**config.mk**
```make
export PLATFORM = sky130hd
export DESIGN_NAME = sdcct_core
export DESIGN_NICKNAME = d
export VERILOG_FILES = /design/src/include/sdcct_pkg.sv /design/src/rtl/sdcct_bank.sv /design/src/rtl/sdcct_core.sv
export VERILOG_INCLUDE_DIRS = /design/src /design/src/include
export SDC_FILE = /design/constraint.sdc
export NUM_CORES = 1
export LEC_CHECK = 0
export ABC_AREA = 0
export ABC_CLOCK_PERIOD_IN_PS = 6500
export BUFFER_PORTS_ARGS = -buffer_cell sky130_fd_sc_hd__buf_2
export CORE_MARGIN = 3
export CORE_UTILIZATION = 44
export DETAILED_ROUTE_END_ITERATION = 16
export PLACE_DENSITY_LB_ADDON = 0.08
export RECOVER_POWER = 100
export SLEW_MARGIN = 20
export SYNTH_ARGS = -nofsm -noshare
export SYNTH_HDL_FRONTEND = slang
export SYNTH_SLANG_ARGS = --single-unit
```
**constraint.sdc**
```tcl
create_clock -name i_clk -period 6.5 [get_ports i_clk]
set_input_delay 1.625 -clock i_clk [delete_from_list [all_inputs] [get_ports i_clk]]
set_output_delay 1.625 -clock i_clk [all_outputs]
set_load 0.005 [all_outputs]
```
**src/include/sdcct_cfg.svh**
```systemverilog
/*
  Cycle figures and field positions of the SDRAM command timing core.
  Assumes one rising-edge clock shared with the controller; all timing figures are clock cycles.
*/
`ifndef SDCCT_CFG_SVH
`define SDCCT_CFG_SVH
// column read latency and derived activate-to-data latency
`define SDCCT_CL 3
`define SDCCT_RCD 3
`define SDCCT_RAC 6
// spacing the controller keeps (fastest grade / slower grades)
`define SDCCT_RC_FAST 10
`define SDCCT_RC_SLOW 9
`define SDCCT_RAS_FAST 7
`define SDCCT_RAS_SLOW 6
`define SDCCT_RP 3
`define SDCCT_RRD 2
`define SDCCT_CCD 1
`define SDCCT_DPL 2
`define SDCCT_DAL 5
`define SDCCT_MRD 2
// data-side delays kept by the device
`define SDCCT_RBD 3
`define SDCCT_WBD 0
`define SDCCT_RAL 3
`define SDCCT_WDL 0
`define SDCCT_PQL (-2)
`define SDCCT_QMD 2
`define SDCCT_DMD 0
// address fields
`define SDCCT_AP_BIT 10
`define SDCCT_BL_LSB 0
`define SDCCT_BL_RST 4
`endif

```
**src/include/sdcct_pkg.sv**
```systemverilog
/*
  Types of the SDRAM command timing core: command pins, decoded operations, burst states.
  Assumes the command pins are sampled on the same clock as the core.
*/
package sdcct_pkg;
  typedef struct packed {
    logic cs_n;
    logic ras_n;
    logic cas_n;
    logic we_n;
  } sdcct_cmd_t;

  typedef enum logic [2:0] {
    OP_NOP = 3'h0, OP_ACT = 3'h1, OP_RD = 3'h2, OP_WR = 3'h3,
    OP_BST = 3'h4, OP_PRE = 3'h5, OP_REF = 3'h6, OP_MRS = 3'h7
  } sdcct_op_t;

  typedef enum logic [1:0] {
    ST_IDLE = 2'b00, ST_READ = 2'b01, ST_WRITE = 2'b10
  } sdcct_st_t;

  // deselect and the all-high pattern both mean no operation
  function automatic sdcct_op_t sdcct_decode(input sdcct_cmd_t c);
    sdcct_op_t op;
    op = OP_NOP;
    if (!c.cs_n) begin
      case ({c.ras_n, c.cas_n, c.we_n})
        3'b011: op = OP_ACT;
        3'b101: op = OP_RD;
        3'b100: op = OP_WR;
        3'b110: op = OP_BST;
        3'b010: op = OP_PRE;
        3'b001: op = OP_REF;
        3'b000: op = OP_MRS;
        default: op = OP_NOP;
      endcase
    end
    return op;
  endfunction
endpackage

```
**src/rtl/sdcct_bank.sv**
```systemverilog
/*
  One bank's open/closed state with a delayed self-close for auto-closing bursts.
  Assumes act, pre and arm are one-cycle pulses from the core on the same clock.
*/
`timescale 1ns/1ps
module sdcct_bank #(
  parameter int DLY_W = 3
) (
  input wire logic i_clk,
  input wire logic i_rst_n,
  input wire logic i_act,
  input wire logic i_pre,
  input wire logic i_arm,
  input wire logic [DLY_W-1:0] i_arm_dly,
  output logic o_open
);
  logic [DLY_W-1:0] cnt_r;

  // countdown: the bank closes on the i_arm_dly-th edge after the arm
  always_ff @(posedge i_clk or negedge i_rst_n) begin
    if (!i_rst_n) begin
      cnt_r <= '0;
    end else if (i_arm) begin
      cnt_r <= i_arm_dly;
    end else if (cnt_r != '0) begin
      cnt_r <= cnt_r - 1'b1;
    end
  end

  // an explicit close or a finished countdown wins over nothing else pending
  always_ff @(posedge i_clk or negedge i_rst_n) begin
    if (!i_rst_n) begin
      o_open <= 1'b0;
    end else if (i_act) begin
      o_open <= 1'b1;
    end else if (i_pre || (cnt_r == DLY_W'(1) && !i_arm)) begin
      o_open <= 1'b0;
    end
  end
endmodule

```
**src/rtl/sdcct_core.sv**
```systemverilog
/*
  Device-side command timing core of a quad-bank SDRAM at read latency three:
  command decode, burst sequencing, read pipeline, data mask, burst stop,
  precharge truncation, auto-close and a small column-only data store.
  Assumes command pins come from logic on the same clock, so no synchronisers.
*/
`timescale 1ns/1ps
`include "sdcct_cfg.svh"

module sdcct_core import sdcct_pkg::*; #(
  parameter int DW = 16,
  parameter int AW = 13,
  parameter int COL_W = 4,
  parameter int CL = `SDCCT_CL
) (
  input wire logic i_clk,
  input wire logic i_rst_n,
  input wire sdcct_cmd_t i_cmd,
  input wire logic [1:0] i_ba,
  input wire logic [AW-1:0] i_addr,
  input wire logic i_dqm,
  input wire logic [DW-1:0] i_dq,
  output logic [DW-1:0] o_dq,
  output logic o_dq_oe,
  output logic [3:0] o_bank_open,
  output logic [COL_W:0] o_burst_len
);
  localparam int IW = COL_W + 2;
  // self-close delays: read closes CL+offset after last issue, write after recovery
  localparam logic [2:0] RD_AC_DLY = 3'(`SDCCT_CL + `SDCCT_PQL);
  localparam logic [2:0] WR_AC_DLY = 3'(`SDCCT_DPL);

  sdcct_op_t op;
  sdcct_st_t st_r;
  logic [1:0] bank_r;
  logic [COL_W-1:0] col_r;
  logic [COL_W:0] left_r;
  logic [COL_W:0] bl_r;
  logic ac_r;
  logic dqm_r;
  logic [DW-1:0] mem [2**IW];
  logic [DW-1:0] pd_r [CL];
  logic [CL-1:0] pv_r;
  logic is_rd, is_wr, is_col, tgt_hit, stop, cont;
  logic rd_word, wr_word, wr_en, last_w, ac_now, ac_fire, rd_side;
  logic [1:0] w_bank;
  logic [COL_W-1:0] w_col;
  logic [IW-1:0] w_idx;
  logic [3:0] w_onehot;

  assign op = sdcct_decode(i_cmd);
  assign is_rd = (op == OP_RD);
  assign is_wr = (op == OP_WR);
  assign is_col = is_rd | is_wr;

  // stop and a precharge of the burst's bank or of all banks end the burst in the cycle they arrive
  assign tgt_hit = (i_ba == bank_r) | i_addr[`SDCCT_AP_BIT];
  assign stop = (op == OP_BST) | ((op == OP_PRE) & tgt_hit);
  assign cont = (st_r != ST_IDLE) & !is_col & !stop;

  // a new column command always takes over from the running burst
  assign w_bank = is_col ? i_ba : bank_r;
  assign w_col = is_col ? i_addr[COL_W-1:0] : col_r;
  assign w_idx = {w_bank, w_col};
  assign w_onehot = 4'h1 << w_bank;
  assign rd_word = is_rd | (cont & (st_r == ST_READ));
  assign wr_word = is_wr | (cont & (st_r == ST_WRITE));
  // write mask acts with no latency
  assign wr_en = wr_word & !i_dqm;

  // word issued this edge is the burst's last one
  assign last_w = (is_col & (bl_r == (COL_W+1)'(1))) | (cont & (left_r == (COL_W+1)'(1)));
  assign ac_now = is_col ? i_addr[`SDCCT_AP_BIT] : ac_r;
  assign ac_fire = last_w & ac_now;
  assign rd_side = is_col ? is_rd : (st_r == ST_READ);

  // burst sequencer; linear column walk, no wrap at burst boundary
  always_ff @(posedge i_clk or negedge i_rst_n) begin
    if (!i_rst_n) begin
      st_r <= ST_IDLE;
      bank_r <= 2'h0;
      col_r <= '0;
      left_r <= '0;
      ac_r <= 1'b0;
    end else if (is_col) begin
      bank_r <= i_ba;
      col_r <= COL_W'(i_addr[COL_W-1:0] + 1'b1);
      left_r <= bl_r - 1'b1;
      ac_r <= i_addr[`SDCCT_AP_BIT];
      if (bl_r == (COL_W+1)'(1)) begin
        st_r <= ST_IDLE;
      end else begin
        st_r <= is_rd ? ST_READ : ST_WRITE;
      end
    end else if (stop) begin
      st_r <= ST_IDLE;
    end else if (cont) begin
      col_r <= col_r + 1'b1;
      left_r <= left_r - 1'b1;
      if (left_r == (COL_W+1)'(1)) begin
        st_r <= ST_IDLE;
      end
    end
  end

  // burst length from the mode set; full page uses the whole modelled row
  always_ff @(posedge i_clk or negedge i_rst_n) begin
    if (!i_rst_n) begin
      bl_r <= (COL_W+1)'(`SDCCT_BL_RST);
    end else if (op == OP_MRS) begin
      case (i_addr[`SDCCT_BL_LSB +: 3])
        3'h0: bl_r <= (COL_W+1)'(1);
        3'h1: bl_r <= (COL_W+1)'(2);
        3'h2: bl_r <= (COL_W+1)'(4);
        3'h3: bl_r <= (COL_W+1)'(8);
        default: bl_r <= (COL_W+1)'(2**COL_W);
      endcase
    end
  end
  assign o_burst_len = bl_r;

  // data store; rows alias onto one column set per bank to stay small
  always_ff @(posedge i_clk) begin
    if (wr_en) begin
      mem[w_idx] <= i_dq;
    end
  end

  // read mask sampled here gates the word loaded into the output next edge
  always_ff @(posedge i_clk or negedge i_rst_n) begin
    if (!i_rst_n) begin
      dqm_r <= 1'b0;
    end else begin
      dqm_r <= i_dqm;
    end
  end

  // CL-deep pipeline, last stage is the pin register
  always_ff @(posedge i_clk or negedge i_rst_n) begin
    if (!i_rst_n) begin
      pv_r <= '0;
    end else begin
      pv_r[0] <= rd_word;
      for (int i = 1; i < CL - 1; i++) begin
        pv_r[i] <= pv_r[i-1];
      end
      pv_r[CL-1] <= pv_r[CL-2] & !dqm_r;
    end
  end

  // pipeline data carries no reset; validity alone decides the drive
  always_ff @(posedge i_clk) begin
    pd_r[0] <= mem[w_idx];
    for (int i = 1; i < CL; i++) begin
      pd_r[i] <= pd_r[i-1];
    end
  end
  assign o_dq = pd_r[CL-1];
  assign o_dq_oe = pv_r[CL-1];

  // per-bank state with self-close after the last word
  for (genvar b = 0; b < 4; b++) begin : g_bank
    sdcct_bank #(
      .DLY_W(3)
    ) u_bank (
      .i_clk(i_clk),
      .i_rst_n(i_rst_n),
      .i_act((op == OP_ACT) && (i_ba == 2'(b))),
      .i_pre((op == OP_PRE) && ((i_ba == 2'(b)) || i_addr[`SDCCT_AP_BIT])),
      .i_arm(ac_fire && (w_bank == 2'(b))),
      .i_arm_dly(rd_side ? RD_AC_DLY : WR_AC_DLY),
      .o_open(o_bank_open[b])
    );
  end

  rd_lat_a:
  assert property (@(posedge i_clk) disable iff (!i_rst_n) is_rd ##1 !i_dqm |-> ##2 o_dq_oe)
    else $error("read data not driven three cycles after read");

  act_rd_a:
  assert property (@(posedge i_clk) disable iff (!i_rst_n)
    (op == OP_ACT) ##3 is_rd ##1 !i_dqm |-> ##2 o_dq_oe)
    else $error("read data not driven six cycles after activate");

  ccd_rd_a:
  assert property (@(posedge i_clk) disable iff (!i_rst_n)
    is_rd ##1 (is_rd && !i_dqm) ##1 !i_dqm |-> ##1 o_dq_oe [*2])
    else $error("consecutive reads did not both produce data");

  bst_rd_a:
  assert property (@(posedge i_clk) disable iff (!i_rst_n)
    (st_r == ST_READ) && (op == OP_BST) |-> ##3 !o_dq_oe)
    else $error("outputs still driven three cycles after burst stop");

  pre_rd_a:
  assert property (@(posedge i_clk) disable iff (!i_rst_n)
    (st_r == ST_READ) && (op == OP_PRE) && tgt_hit |-> ##3 !o_dq_oe)
    else $error("outputs still driven three cycles after precharge");

  bst_wr_a:
  assert property (@(posedge i_clk) disable iff (!i_rst_n)
    (st_r == ST_WRITE) && (op == OP_BST) |-> !wr_en ##1 (is_wr || !wr_en))
    else $error("write data taken after burst stop");

  pre_wr_a:
  assert property (@(posedge i_clk) disable iff (!i_rst_n)
    (st_r == ST_WRITE) && (op == OP_PRE) && tgt_hit |-> !wr_en ##1 (is_wr || !wr_en))
    else $error("write data taken after precharge");

  dqm_rd_a:
  assert property (@(posedge i_clk) disable iff (!i_rst_n) i_dqm |-> ##2 !o_dq_oe)
    else $error("read mask did not float output two cycles later");

  dqm_wr_a:
  assert property (@(posedge i_clk) disable iff (!i_rst_n)
    wr_word && i_dqm |=> mem[$past(w_idx)] == $past(mem[w_idx]))
    else $error("masked write word stored");

  ac_rd_a:
  assert property (@(posedge i_clk) disable iff (!i_rst_n)
    ac_fire && rd_side && !(op == OP_ACT) ##1 (op != OP_ACT) |->
    ##1 ((o_bank_open & $past(w_onehot, 2)) == 4'h0))
    else $error("bank not closing two cycles before last read word");
endmodule

```
==> impl_metrics.ini <==
[status]
outcome = complete, but fails checks
violations = max-capacitance violations, max-slew violations

[sta]
skew_ns = 0.0245
drv_slew = 1103
setup_violations = 0
rsz0062_at_grt = false
max_slew.worst_pin.slew_ns = 3.71
max_freq_ghz = 0.183
max_slew_margin_pct = -147
min_period_over_period_pct = 84.0
hold_violations = 0
period_needed_ns = 5.46
fin_setup_tns_ns = 0

[logic_synthesis]
synth.net_count = 2316
synth_top_area_share_pct = 76.0
async_reset_ff_share_pct = 3.51
synth_ff_type = edfxtp_1
yosys.area.top_type = edfxtp_1
synth-edff-count = 1024
synth.cell_area_um2 = 40400
synth_commonest_cells = edfxtp_1, a22oi_1, a31oi_1
ys_ff_latch = 1111
synth_warnings = 0
yosysUniqueCellTypes = 49
yosysMostFrequentCell = edfxtp_1
syn_area_per_cell_um2 = 17.9
synth_cells = 2261
synth_top_cells_by_area = edfxtp_1, a22oi_1, a22o_1
yosysSeqAreaShare_pct = 80.8

[routing]
detailroute.wirelength.met3_um = 6970
top_layer = met4
drtPass1Iterations = 5
wl_met2_um = 53700
via_per_inst = 6.02
routed_wl_um = 109000
drt_iter0_markers = 2276
met1_length_um = 46300
ant_nets = 0
wl_per_cell_um = 29.5
vias = 22300
drcViolationCount = 0

[place]
numPortBuffers = 55
place_congestion = 0.775
dp_hpwl_um = 61000
dp.cells = 3489

[cells_and_area]
diodes = 0
final_cells = 3704
final_util_pct = 50.9
area_delta_synth_final_pct = 14.0
layout.nets = 2483
drive_gt1_share_pct = 12.1

[cts]
cts_tree = built
clk_path_buf_depth = 3
clock_tree.root_cell = clkbuf_16
clkTransAtPathRegs_ns = 0.06
clock-sinks = 1111
htree_num_levels = 3
cts_setup_buffers = 0
cts_made_buffers = 113
ctsHoldBuffers = 0
clk_latency_ns = 0.69
cts_resized = 0

[global_route]
grt_usage_pct = 22.8
grt_pass1_wl_um = 156000
antenna_found_initial = 5
grt_pass1_vias = 21900
grt_overflow = 0
grt_max_degree = 82

[worst_setup_path]
cp.arrival_ns = 5.76
endpoint_kind = register
path_max_fanout = 30
max_stage_delay_ns = 1.27
path_buf_inv = 4
startpoint_type = primary input
path_cells = buf_2 > nor3b_1 > buf_4 > o41ai_1 > buf_4 > nand2_1 > nor2_1 > clkbuf_1
cp.required_ns = 6.80
cp_slowest_cell = o41ai_1
worst_path_most_repeated_cell = buf_4
critPathKind = in2reg
cp_top_family = buffers and inverters

[hold_path]
min_path_type = reg2reg

[floorplanning]
die_area_um2 = 95600
die_h_um = 309
start_util_pct = 44.7
ioPinCount = 64
rows = 110
fp.dieW_um = 309
core_area_um2 = 90600

[pwr]
vdd_drop_max_v = 0.000242
total_power_w = 0.0181
powerDensity_nw_per_um2 = 393
power.leakage_nw = 14.4

[run]
max_cap_violations = 19
state kept, by name (all words and copies together) (netlist names):
register              flops
mem                    1024
st_r                      2
o_burst_len               5
g_bank.u_bank.o_open      4
dqm_r                     1
pv_r                      3
ac_r                      1
left_r                    5
bank_r                    2
g_bank.u_bank.cnt_r      12
col_r                     4
pd_r                     48
metrics by stage:
stage / hold WS [ns] / cell area [um2] / worst slack [ns]
global placement: 0.312 / 42900 / 1.22
detailed placement: 0.312 / 42900 / 1.21
global route: 0.332 / 46100 / 0.928
finish: 0.325 / 46100 / 1.04
CTS: 0.326 / 46500 / 1.92
floorplan: 0.310 / 40400 / 2.27
cells in the final DEF (no fill, tap or decap), types with 5 or more instances in the layout:
master	synthesis	final
a21oi_1	14	14
nor3b_1	11	12
mux2i_1	11	9
nor4_1	33	29
nand2_1	62	62
buf_2	41	37
clkinvlp_4	0	5
dfxtp_1	48	48
clkbuf_1	72	121
xor2_1	6	6
ha_1	17	17
a22o_1	128	128
dfrtp_1	38	38
a221oi_1	117	117
nand3b_1	8	8
clkinv_1	0	24
clkinv_2	0	28
edfxtp_1	1024	1024
a31oi_1	129	129
nor4_2	1	5
clkbuf_8	0	6
nor2_1	95	95
clkbuf_16	0	115
o21ai_0	25	26
inv_1	20	22
bufinv_16	0	8
buf_12	0	11
a22oi_1	257	257
a221oi_2	11	11
nor3_1	7	7
buf_4	20	66
final timing paths:
check | start | endpoint | slack, ns | cells after the start
hold reg to reg | pd_r[0][7]$_DFF_P_ | pd_r[0][23]$_DFF_P_ | 0.33 | 0
setup / recovery | i_cmd[2] | mem[8][2]$_DFFE_PP_ | 1.04 | 8
setup reg to reg | col_r[0]$_DFFE_PN0P_ | mem[8][2]$_DFFE_PP_ | 2.10 | 5
max in group asynchronous | i_rst_n | g_bank[2].u_bank.cnt_r[2]$_DFFE_PN0P_ | 3.62 | 1
min in group asynchronous | i_rst_n | pv_r[2]$_DFF_PN0_ | 1.60 | 1
hold / removal | pd_r[0][7]$_DFF_P_ | pd_r[0][23]$_DFF_P_ | 0.33 | 0
worst register-to-register path: stages, from the launching register on:
cell and delay (ns):
dfrtp_1 0.48, o41ai_1 1.38, buf_4 0.54, nand2_1 0.54
nor2_1 0.28, clkbuf_1 0.80
metal layers:
| layer | track usage (%) | vias to the layer above |
|---|---|---|
| met2 | 37.8 | 798 |
| met1 | 31.6 | 11600 |
| li1 | - | 9748 |
| met5 | 0 | - |
| met4 | 5.87 | 0 |
| met3 | 3.49 | 131 |
report_power, final:
group	switching, W	internal [W]	leakage (nW)	total [W]
Combinational	0.00236	0.00122	2.55	0.00359
Sequential	0.000135	0.00810	10.1	0.00823
Clock	0.00268	0.00363	1.79	0.00631
logic make-up after synthesis:
family	Yosys count	synth area share [%]
simple gates	227	2.61
fa+ha+maj	17	0.526
flops	1111	80.8
xor+xnor	10	0.217
buf+inv	182	2.10
compound gates	697	13.3
mux	17	0.449
area by class of cell:
class                   instances  area, um2
clock buffers                 144       3050
clock inverters                71        587
fillers                      7418      44400
inverters                      22       82.6
multi-input cells             968       6980
flip-flops and latches       1111      32700
well taps                    1176       1470
repair buffers                212       1270
No activity file was read; power rests on OpenSTA's default activity.
